===== src/design/ias_pkg.sv =====
package ias_pkg;
    localparam int NSRC = 15;
    localparam int NSHR = 6;
    localparam int ACC_CYCLES = 8;
    // Source indices, highest priority first.
    localparam logic [3:0] SRC_UART0 = 4'h4;
    localparam logic [3:0] SRC_UART1 = 4'h5;
    localparam logic [3:0] SRC_WDTWT = 4'hD;
    // Shared source flag bit positions.
    localparam int SHR_WDT = 0;
    localparam int SHR_WT = 1;
    localparam int SHR_U0TX = 2;
    localparam int SHR_U0RX = 3;
    localparam int SHR_U1TX = 4;
    localparam int SHR_U1RX = 5;
    // Status word fields, reset values and fixed addresses.
    localparam int PSW_I_BIT = 2;
    localparam int PSW_B_BIT = 4;
    localparam logic [7:0] PSW_RST = 8'h00;
    localparam logic [7:0] SP_RST = 8'hFF;
    localparam logic [7:0] STACK_PAGE = 8'h01;
    localparam logic [15:0] VEC_BASE = 16'hFFE0;
    localparam logic [15:0] TCALL0_VEC = 16'hFFDE;
    // Register offsets.
    localparam logic [7:0] REG_ENH = 8'h00;
    localparam logic [7:0] REG_ENL = 8'h01;
    localparam logic [7:0] REG_REQH = 8'h02;
    localparam logic [7:0] REG_REQL = 8'h03;
    localparam logic [7:0] REG_SHR = 8'h04;
    localparam logic [7:0] REG_PSW = 8'h05;
    localparam logic [7:0] REG_SP = 8'h06;
    typedef enum logic [3:0] {
        S_IDLE = 4'b0000,
        S_ACC0 = 4'b0001,
        S_ACC1 = 4'b0011,
        S_ACC2 = 4'b0010,
        S_ACC3 = 4'b0110,
        S_ACC4 = 4'b0111,
        S_ACC5 = 4'b0101,
        S_ACC6 = 4'b0100,
        S_ACC7 = 4'b1100,
        S_RET0 = 4'b1101,
        S_RET1 = 4'b1111,
        S_RET2 = 4'b1110,
        S_RET3 = 4'b1010
    } ias_state_type;
endpackage : ias_pkg


===== src/design/ias_sequencer.sv =====
// Design decisions made here: the address-and-strobe port and the register addresses.
`timescale 1ns/1ps
module ias_sequencer import ias_pkg::*; #(
    parameter logic [15:0] VEC_BASE_P = VEC_BASE,
    parameter logic [15:0] TCALL0_P = TCALL0_VEC
) (
    input wire logic sys_clk_in,
    input wire logic reset_n_in,
    input wire logic [7:0] reg_addr_in,
    input wire logic [7:0] reg_wdata_in,
    input wire logic reg_wr_in,
    input wire logic reg_rd_in,
    output logic [7:0] reg_rdata_out,
    input wire logic [NSRC-1:0] src_event_in,
    input wire logic [NSHR-1:0] shared_event_in,
    input wire logic instr_done_in,
    input wire logic break_op_in,
    input wire logic irq_enable_op_in,
    input wire logic irq_return_op_in,
    input wire logic [15:0] ret_pc_in,
    output logic busy_out,
    output logic ack_out,
    output logic [3:0] ack_src_out,
    output logic [15:0] pc_out,
    output logic pc_load_out,
    output logic mem_wr_out,
    output logic mem_rd_out,
    output logic [15:0] mem_addr_out,
    output logic [7:0] mem_wdata_out,
    input wire logic [7:0] mem_rdata_in,
    output logic [7:0] psw_out,
    output logic [7:0] sp_out
);
    typedef struct packed {
        ias_state_type state;
        logic [15:0] en;
        logic [15:0] req;
        logic [NSHR-1:0] shr;
        logic [7:0] processor_status_word;
        logic [7:0] saved_psw;
        logic [7:0] sp;
        logic [3:0] src;
        logic break_op;
        logic brk_pend;
        logic nmi_blk;
        logic [15:0] ret_pc;
        logic [15:0] vec;
        logic mem_wr;
        logic mem_rd;
        logic [15:0] mem_addr;
        logic [7:0] mem_wdata;
        logic [15:0] pc;
        logic pc_load;
        logic ack;
        logic [7:0] rdata;
    } ias_st_type;

    ias_st_type st_r;
    ias_st_type st_nxt;
    logic [15:0] set_vec;
    logic [15:0] elig;
    logic [3:0] win;
    logic win_ok;
    logic accept_c;
    logic brk_sel;
    logic req_wr;

    // Source i maps to bit 15-i of the request and enable words.
    always_comb begin
        set_vec = '0;
        for (int i = 0; i < NSRC; i++) begin
            set_vec[15-i] = src_event_in[i];
        end
        set_vec[15-int'(SRC_WDTWT)] |= shared_event_in[SHR_WDT] |
            shared_event_in[SHR_WT];
        set_vec[15-int'(SRC_UART0)] |= shared_event_in[SHR_U0TX] |
            shared_event_in[SHR_U0RX];
        set_vec[15-int'(SRC_UART1)] |= shared_event_in[SHR_U1TX] |
            shared_event_in[SHR_U1RX];
    end

    // Fixed polling from source 0 upward picks the winner.
    always_comb begin
        elig = st_r.req & st_r.en & {16{st_r.processor_status_word[PSW_I_BIT]}};
        win = 4'h0;
        win_ok = 1'b0;
        for (int i = NSRC - 1; i >= 0; i--) begin
            if (elig[15-i]) begin
                win = 4'(i);
                win_ok = 1'b1;
            end
        end
    end

    assign brk_sel = !win_ok && st_r.brk_pend;
    assign accept_c = st_r.state == S_IDLE && instr_done_in &&
        !st_r.nmi_blk && (win_ok || st_r.brk_pend);
    assign req_wr = reg_wr_in &&
        (reg_addr_in == REG_REQH || reg_addr_in == REG_REQL);

    always_comb begin
        st_nxt = st_r;
        st_nxt.mem_wr = 1'b0;
        st_nxt.mem_rd = 1'b0;
        st_nxt.pc_load = 1'b0;
        st_nxt.ack = 1'b0;
        st_nxt.rdata = 8'h00;
        if (reg_wr_in) begin
            if (reg_addr_in == REG_ENH) begin
                st_nxt.en[15:8] = reg_wdata_in;
            end else if (reg_addr_in == REG_ENL) begin
                st_nxt.en[7:0] = {reg_wdata_in[7:1], 1'b0};
            end else if (reg_addr_in == REG_REQH) begin
                st_nxt.req[15:8] = reg_wdata_in;
            end else if (reg_addr_in == REG_REQL) begin
                st_nxt.req[7:0] = {reg_wdata_in[7:1], 1'b0};
            end else if (reg_addr_in == REG_SHR) begin
                st_nxt.shr = reg_wdata_in[NSHR-1:0];
            end else if (reg_addr_in == REG_PSW) begin
                st_nxt.processor_status_word = reg_wdata_in;
            end else if (reg_addr_in == REG_SP) begin
                st_nxt.sp = reg_wdata_in;
            end
        end
        if (reg_rd_in) begin
            if (reg_addr_in == REG_ENH) begin
                st_nxt.rdata = st_r.en[15:8];
            end else if (reg_addr_in == REG_ENL) begin
                st_nxt.rdata = st_r.en[7:0];
            end else if (reg_addr_in == REG_REQH) begin
                st_nxt.rdata = st_r.req[15:8];
            end else if (reg_addr_in == REG_REQL) begin
                st_nxt.rdata = st_r.req[7:0];
            end else if (reg_addr_in == REG_SHR) begin
                st_nxt.rdata = {{(8-NSHR){1'b0}}, st_r.shr};
            end else if (reg_addr_in == REG_PSW) begin
                st_nxt.rdata = st_r.processor_status_word;
            end else if (reg_addr_in == REG_SP) begin
                st_nxt.rdata = st_r.sp;
            end
        end
        if (irq_enable_op_in) begin
            st_nxt.processor_status_word[PSW_I_BIT] = 1'b1;
        end
        case (st_r.state)
            S_IDLE: begin
                if (accept_c) begin
                    st_nxt.state = S_ACC0;
                    st_nxt.ack = 1'b1;
                    st_nxt.src = win;
                    st_nxt.break_op = brk_sel;
                    st_nxt.ret_pc = ret_pc_in;
                    st_nxt.saved_psw = st_r.processor_status_word;
                    if (brk_sel) begin
                        st_nxt.brk_pend = 1'b0;
                        st_nxt.nmi_blk = 1'b1;
                        st_nxt.processor_status_word[PSW_B_BIT] = 1'b1;
                        st_nxt.saved_psw[PSW_B_BIT] = 1'b1;
                        st_nxt.vec = TCALL0_P;
                    end else begin
                        st_nxt.processor_status_word[PSW_I_BIT] = 1'b0;
                        st_nxt.req[15-int'(win)] = 1'b0;
                        st_nxt.vec = VEC_BASE_P + {11'h000, win, 1'b0};
                    end
                end else if (irq_return_op_in) begin
                    st_nxt.state = S_RET0;
                    st_nxt.mem_rd = 1'b1;
                    st_nxt.sp = st_r.sp + 8'h01;
                    st_nxt.mem_addr = {STACK_PAGE, st_r.sp + 8'h01};
                end
            end
            S_ACC0: begin
                st_nxt.state = S_ACC1;
                st_nxt.mem_wr = 1'b1;
                st_nxt.mem_addr = {STACK_PAGE, st_r.sp};
                st_nxt.mem_wdata = st_r.ret_pc[15:8];
                st_nxt.sp = st_r.sp - 8'h01;
            end
            S_ACC1: begin
                st_nxt.state = S_ACC2;
                st_nxt.mem_wr = 1'b1;
                st_nxt.mem_addr = {STACK_PAGE, st_r.sp};
                st_nxt.mem_wdata = st_r.ret_pc[7:0];
                st_nxt.sp = st_r.sp - 8'h01;
            end
            S_ACC2: begin
                // Only the return address and status word are stacked.
                st_nxt.state = S_ACC3;
                st_nxt.mem_wr = 1'b1;
                st_nxt.mem_addr = {STACK_PAGE, st_r.sp};
                st_nxt.mem_wdata = st_r.saved_psw;
                st_nxt.sp = st_r.sp - 8'h01;
            end
            S_ACC3: begin
                st_nxt.state = S_ACC4;
                st_nxt.mem_rd = 1'b1;
                st_nxt.mem_addr = st_r.vec;
            end
            S_ACC4: begin
                st_nxt.state = S_ACC5;
                st_nxt.mem_rd = 1'b1;
                st_nxt.mem_addr = st_r.vec + 16'h0001;
            end
            S_ACC5: begin
                st_nxt.state = S_ACC6;
                st_nxt.pc[7:0] = mem_rdata_in;
            end
            S_ACC6: begin
                st_nxt.state = S_ACC7;
                st_nxt.pc[15:8] = mem_rdata_in;
                st_nxt.pc_load = 1'b1;
            end
            S_ACC7: begin
                st_nxt.state = S_IDLE;
            end
            S_RET0: begin
                st_nxt.state = S_RET1;
                st_nxt.mem_rd = 1'b1;
                st_nxt.sp = st_r.sp + 8'h01;
                st_nxt.mem_addr = {STACK_PAGE, st_r.sp + 8'h01};
            end
            S_RET1: begin
                st_nxt.state = S_RET2;
                st_nxt.processor_status_word = mem_rdata_in;
                st_nxt.mem_rd = 1'b1;
                st_nxt.sp = st_r.sp + 8'h01;
                st_nxt.mem_addr = {STACK_PAGE, st_r.sp + 8'h01};
            end
            S_RET2: begin
                st_nxt.state = S_RET3;
                st_nxt.pc[7:0] = mem_rdata_in;
            end
            S_RET3: begin
                st_nxt.state = S_IDLE;
                st_nxt.pc[15:8] = mem_rdata_in;
                st_nxt.pc_load = 1'b1;
                st_nxt.nmi_blk = 1'b0;
            end
            default: begin
                st_nxt.state = S_IDLE;
            end
        endcase
        // New events win over any clear in the same cycle.
        st_nxt.req = st_nxt.req | set_vec;
        st_nxt.shr = st_nxt.shr | shared_event_in;
        if (break_op_in) begin
            st_nxt.brk_pend = 1'b1;
        end
    end

    always_ff @(posedge sys_clk_in or negedge reset_n_in) begin
        if (!reset_n_in) begin
            st_r <= '0;
            st_r.state <= S_IDLE;
            st_r.processor_status_word <= PSW_RST;
            st_r.saved_psw <= PSW_RST;
            st_r.sp <= SP_RST;
        end else begin
            st_r <= st_nxt;
        end
    end

    assign reg_rdata_out = st_r.rdata;
    assign busy_out = st_r.state != S_IDLE;
    assign ack_out = st_r.ack;
    assign ack_src_out = st_r.src;
    assign pc_out = st_r.pc;
    assign pc_load_out = st_r.pc_load;
    assign mem_wr_out = st_r.mem_wr;
    assign mem_rd_out = st_r.mem_rd;
    assign mem_addr_out = st_r.mem_addr;
    assign mem_wdata_out = st_r.mem_wdata;
    assign psw_out = st_r.processor_status_word;
    assign sp_out = st_r.sp;
endmodule : ias_sequencer


===== config.mk =====
export PLATFORM = sky130hd
export DESIGN_NAME = ias_sequencer
export DESIGN_NICKNAME = d
export VERILOG_FILES = /design/src/design/ias_pkg.sv /design/src/design/ias_sequencer.sv
export SDC_FILE = /design/constraint.sdc
export NUM_CORES = 1
export LEC_CHECK = 0
export ABC_CLOCK_PERIOD_IN_PS = 5200
export BUFFER_PORTS_ARGS = -buffer_cell sky130_fd_sc_hd__buf_4
export CAP_MARGIN = 10
export CORE_MARGIN = 4
export CORE_UTILIZATION = 55
export CTS_BUF_LIST = sky130_fd_sc_hd__clkbuf_8
export CTS_CLUSTER_DIAMETER = 60
export DETAILED_ROUTE_END_ITERATION = 6
export GPL_TIMING_DRIVEN = 0
export PLACE_DENSITY = 0.77
export SETUP_SLACK_MARGIN = 0.05
export SYNTH_ARGS = -nofsm -noshare
export SYNTH_HDL_FRONTEND = slang
export SYNTH_SLANG_ARGS = --single-unit
export TNS_END_PERCENT = 10

===== constraint.sdc =====
create_clock -name sys_clk_in -period 5.2 [get_ports sys_clk_in]
set_input_delay 1.04 -clock sys_clk_in [delete_from_list [all_inputs] [get_ports sys_clk_in]]
set_output_delay 1.04 -clock sys_clk_in [all_outputs]
set_load 0.1 [all_outputs]

Yosys cells after proc, flatten, opt, wreduce, memory -nomap -nowiden
Index checks and enable logic that the tools add are counted.
{"block": "totals", "register_bits": 155, "elab_cells": 194}
{"block": "op_classes", "n_addsub": 5, "order_cmp": 2, "n_eq_ne": 27, "n_mux": 93, "n_bitwise": 13, "n_reduce_logical": 31}
{"operator": "$mux 8", "count": 22}
{"operator": "$mux 30", "count": 3}
{"operator": "$pmux 16 s5", "count": 1}
{"operator": "$mux 4", "count": 17}
{"operator": "$mux 16", "count": 4}
{"operator": "$and 16x16->16", "count": 3}
{"operator": "$pmux 8 s3", "count": 2}
{"operator": "$pmux 4 s11", "count": 1}
{"operator": "$mux 17", "count": 2}
{"operator": "$mux 34", "count": 1}
{"operator": "$mux 1", "count": 29}
{"operator": "$eq 8x3->1 const B", "count": 3}
{"operator": "$mux 22", "count": 1}
{"operator": "$add 16x1->16 const B", "count": 1}
{"operator": "$eq 4x3->1 const B", "count": 4}
{"operator": "$eq 4x4->1 const B", "count": 4}
{"operator": "$eq 8x2->1 const B", "count": 2}
{"operator": "$not 16->16", "count": 1}
{"operator": "$or 16x16->16", "count": 1}
{"operator": "$mux 14", "count": 1}
{"operator": "$reduce_and 3->1", "count": 4}
{"operator": "$reduce_bool 2->1", "count": 6}
{"operator": "$ne 2x1->1 const B", "count": 5}
{"operator": "$add 8x1->8 const B", "count": 1}
{"operator": "other kinds (31)", "count": 52}

Depth between registers and ports, before layout
{"block": "depth", "depth_word": 28, "depth_mapped": 10, "mapped_depth_nobuf": 8}

Worst setup path before layout
OpenSTA, ideal clock, no wires.
{"block": "synth_path", "path_kind": "input-to-reg", "startpoint": "input reg_addr_in[5]", "endpoint": "register st_r[145] (netlist bit)", "setup_ps": 125, "arrival_ps": 2698, "required_time_ps": 5075, "path_slack_ps": 2377, "path_stages": 5, "n_path_buf": 1, "cell_sequence": "or4_4 -> nor4_2 -> and3_1 -> buf_2 -> mux2_2"}
{"block": "synth_via", "elab_chain_cells": 2}
{"item": "start: declaration", "line_no": "ias_sequencer.sv:9", "text": "input wire logic [7:0] reg_addr_in,"}
{"item": "$logic_not 8->1", "line_no": "ias_sequencer.sv:109", "text": "if (reg_addr_in == REG_ENH) begin"}
{"item": "$reduce_and 2->1 (no line)"}
{"item": "end signal: assignment", "line_no": "ias_sequencer.sv:259", "text": "st_r <= st_nxt;"}
{"item": "end: declaration", "line_no": "ias_sequencer.sv:58", "text": "ias_st_type st_r;"}
No other way between the ends.
A chain may end at the register's enable or synchronous reset.

Worst setup path in the final report
{"block": "layout_path", "startpoint": "register st_r[156] (netlist bit)", "endpoint": "output busy_out"}
{"block": "layout_via", "elab_chain_cells": 1}
{"item": "$reduce_bool 4->1", "line_no": "ias_sequencer.sv:264", "text": "assign busy_out = st_r.state != S_IDLE;"}
{"item": "end: declaration", "line_no": "ias_sequencer.sv:21", "text": "output logic busy_out,"}
No other way between the ends.

==> impl_metrics.py <==
metrics = {
    "setup_path": {
        "path_class": "register to primary output",
        "rr_startpoint": "psw_out[2]",
        "endpoint_kind": "primary output",
        "path_max_fanout": 8,
        "reg2regPathDepth": 7,
        "r2r_slack_ns": 2.29,
        "worstPathRequired_ns": 4.16,
        "reg2reg_to": "sp_out[6]",
        "start_kind": "register",
        "arrival_ns": 1.99,
    },
    "synthesis": {
        "synth_most_common_cell": "nand2_1",
        "yosys.area.top_type": "dfrtp_1",
        "synth_warnings": 0,
        "synth_area_per_cell_um2": 9.22,
        "synth-edff-count": 0,
        "postSynth.asyncResetShare_pct": 100,
        "yosysUniqueCellTypes": 73,
        "syn_nets": 931,
        "syn_area_um2": 7930,
        "ys_ff_latch": 139,
        "syn_inst": 860,
        "synthTopCellsByCount": "142 x nand2_1, 131 x dfrtp_1, 68 x buf_4, 58 x nor2_1, 52 x a21oi_1",
        "synth_flop_cell": "dfrtp_1",
        "ys_seq_area_share_pct": 44.0,
        "synth.top_cell.area_share_pct": 41.3,
        "synthTopCellsByArea": "dfrtp_1 41%, nand2_1 6.7%, buf_4 6.4%, mux2_2 6.0%, mux2i_1 4.0%",
    },
    "clocking": {
        "cts_hold_repair.buffers": 0,
        "clk_pin_slew_worst_paths_ns": 0.08,
        "cts_num_sinks": 139,
        "htreeDepth": 4,
        "cts_tree": "yes",
        "cts-root-buf": "clkbuf_8",
        "clk_latency_ns": 0.47,
        "numCtsBuffers": 17,
        "cts_resized": 0,
        "cts_buffer_depth": 2,
        "cts_setup_buffers": 0,
    },
    "route": {
        "wl_per_cell_um": 19.0,
        "first_pass_iters": 7,
        "via_per_inst": 5.88,
        "drt_iter0_markers": 855,
        "antenna_left": 0,
        "wl_mm": 23.0,
        "route.detailed.drc": 1,
        "num_vias": 7130,
    },
    "cells_and_area": {
        "num-nets-final": 1090,
        "final_util_pct": 68.8,
        "drive_gt1_share_pct": 31.8,
        "area_delta_synth_final_pct": 21.2,
        "n_antenna_cell": 0,
        "n_fill_cell": 1188,
    },
    "hold_path": {
        "holdPathStages": 2,
        "min_path_type": "register to register",
        "hp-start": "st_r[79]",
        "holdPathEnd": "st_r[79]",
    },
    "floorplanning": {
        "core_um2": 14000,
        "core.rowCount": 43,
        "die_area_um2": 16400,
        "die-height_um": 128,
        "die_width_um": 128,
        "start_util_pct": 56.7,
        "io_pins": 142,
    },
    "power_and_ir_drop": {
        "ir_drop_v": 0.000578,
        "powerDensity_nw_per_um2": 680,
        "p_leak_nw": 4.41,
    },
    "timing": {
        "max_freq_ghz": 0.330,
        "skew_ns": 0.0116,
        "final.setup.tns_ns": 0,
        "fin_crit_ns": 3.03,
        "drv_slew": 0,
        "finalHoldViolCount": 0,
        "rsz0062_at_grt": "false",
        "slew_headroom_pct": 38.2,
        "setup_viol": 0,
        "fin_crit_sh_pct": 58.3,
        "tightest_slew_ns": 0.920,
    },
    "outcome": {
        "violations": "design-rule violations",
        "status": "finished with violations",
    },
    "grt": {
        "antenna_found_initial": 0,
        "grt_usage_pct": 28.4,
        "busiest_layer": "met2",
        "gr-usage-met1_pct": 41.0,
        "grt.met3_usage_pct": 7.75,
        "grt_max_degree": 89,
        "grt_first_pass_wirelength_mm": 36.2,
        "use_met2_pct": 42.0,
        "gr-total-overflow": 0,
        "grt_pass1_vias": 6696,
    },
    "placed_design": {
        "io_buffers": 139,
        "routabilityCongestion": 0.995,
        "place_hpwl_mm": 17.3,
    },
    "flow_run": {
        "max_cap_viol_count": 0,
    },
}
==> critical path, cell delays in order (launching register included) <==
cell and delay, ns:
dfrtp_1 0.46, or2_1 0.26, buf_6 0.13, nor3_4 0.26, inv_2 0.15, buf_4 0.26
==> worst max path at each step <==
| stage | cells past startpoint | end | startpoint |
|---|---|---|---|
| 6_report | 5 | busy_out | st_r[156] |
| 5_1_grt | 5 | busy_out | st_r[156] |
| 4_1_cts | 5 | busy_out | st_r[156] |
| 3_5_place_dp | 8 | sp_out[6] | reg_addr_in[5] |
| 3_3_place_gp | 8 | sp_out[6] | reg_addr_in[5] |
| 2_1_floorplan | 5 | st_r[145] | reg_addr_in[5] |
==> through the flow <==
| stage | cell area [um^2] | setup slack (ns) | cells | power (mW) | hold WS [ns] |
|---|---|---|---|---|---|
| 6_report | 9620 | 2.17 | 1212 | 6.54 | 0.480 |
| 5_1_grt | 9620 | 2.12 | 1212 | 6.87 | 0.498 |
| 4_1_cts | 9620 | 2.19 | 1212 | 6.54 | 0.483 |
| 3_5_place_dp | 9230 | 1.96 | 1180 | 5.67 | 0.462 |
| 3_3_place_gp | 9200 | 1.97 | 1179 | 5.61 | 0.452 |
| 2_1_floorplan | 7930 | 2.38 | 860 | 4.80 | 0.438 |
==> layout make-up <==
class | count | area (um^2) | share of cell area, %
Clock buffer | 17 | 234 | 2.43
Tap cell | 180 | 225 | 2.34
Inverter | 23 | 86.3 | 0.898
Timing Repair Buffer | 140 | 1070 | 11.2
Clock inverter | 15 | 151 | 1.57
Multi-Input combinational cell | 584 | 3650 | 38.0
Buffer | 114 | 707 | 7.35
Sequential cell | 139 | 3490 | 36.3
==> placed cells by master, fill, tap and decap left out, types with 5 or more instances in the layout <==
cell,synthesis,layout
buf_4,68,206
nand2_1,142,142
dfrtp_1,131,131
nor2_1,58,58
a21oi_1,52,52
o21ai_0,44,44
mux2_2,42,42
mux2i_1,32,32
clkbuf_1,30,30
nand3_1,24,24
inv_1,19,19
nor3_1,17,17
clkbuf_8,0,17
buf_2,13,13
nand2b_1,11,11
a22oi_1,10,10
a31oi_1,9,9
xnor2_1,9,9
o221a_2,9,9
dfstp_2,8,8
o211ai_1,7,7
and3_1,7,7
nor2b_1,7,7
a211o_1,7,7
a211oi_1,7,7
inv_6,0,7
nand4_1,6,6
a21o_1,5,5
o2bb2ai_1,5,5
o21bai_1,5,5
==> cell families (layout without fill, tap and decap cells) <==
group | count (synthesis) | after routing | share of synthesized area, %
xor gates and xnor gates | 9 | 9 | 0.994
buffers and inverters | 137 | 309 | 10.0
muxes | 74 | 74 | 10.0
adders and majority gates | 2 | 2 | 0.315
AOI/OAI and AO/OA | 205 | 205 | 17.7
DFF | 139 | 139 | 44.0
and+or+nand+nor | 294 | 294 | 17.1
==> power breakdown <==
part,internal (mW),leakage (nW),switching [mW],total [mW]
logic,1.17,2.56,2.77,3.93
clock network,0.394,0.193,0.478,0.872
registers,1.45,1.66,0.279,1.73
total,3.02,4.41,3.52,6.54
==> metal layers <==
| metal | vias to the layer above | wire length, um | share of wire [%] |
|---|---|---|---|
| li1 | 3302 | - | - |
| met1 | 3380 | 9770 | 42 |
| met2 | 395 | 10300 | 45 |
| met3 | 53 | 2440 | 11 |
| met4 | 0 | 527 | 2.3 |
| met5 | - | 0 | 0 |
==> state kept, by name (all words and copies together), names as in the netlist, 4 cells and up <==
signal and flops:
mem_addr_out 10, sp_out 8, mem_wdata_out 8, ack_src_out 4, psw_out 8, st_r 73
reg_rdata_out 8, pc_out 16
(Power assumes the default switching activity.)
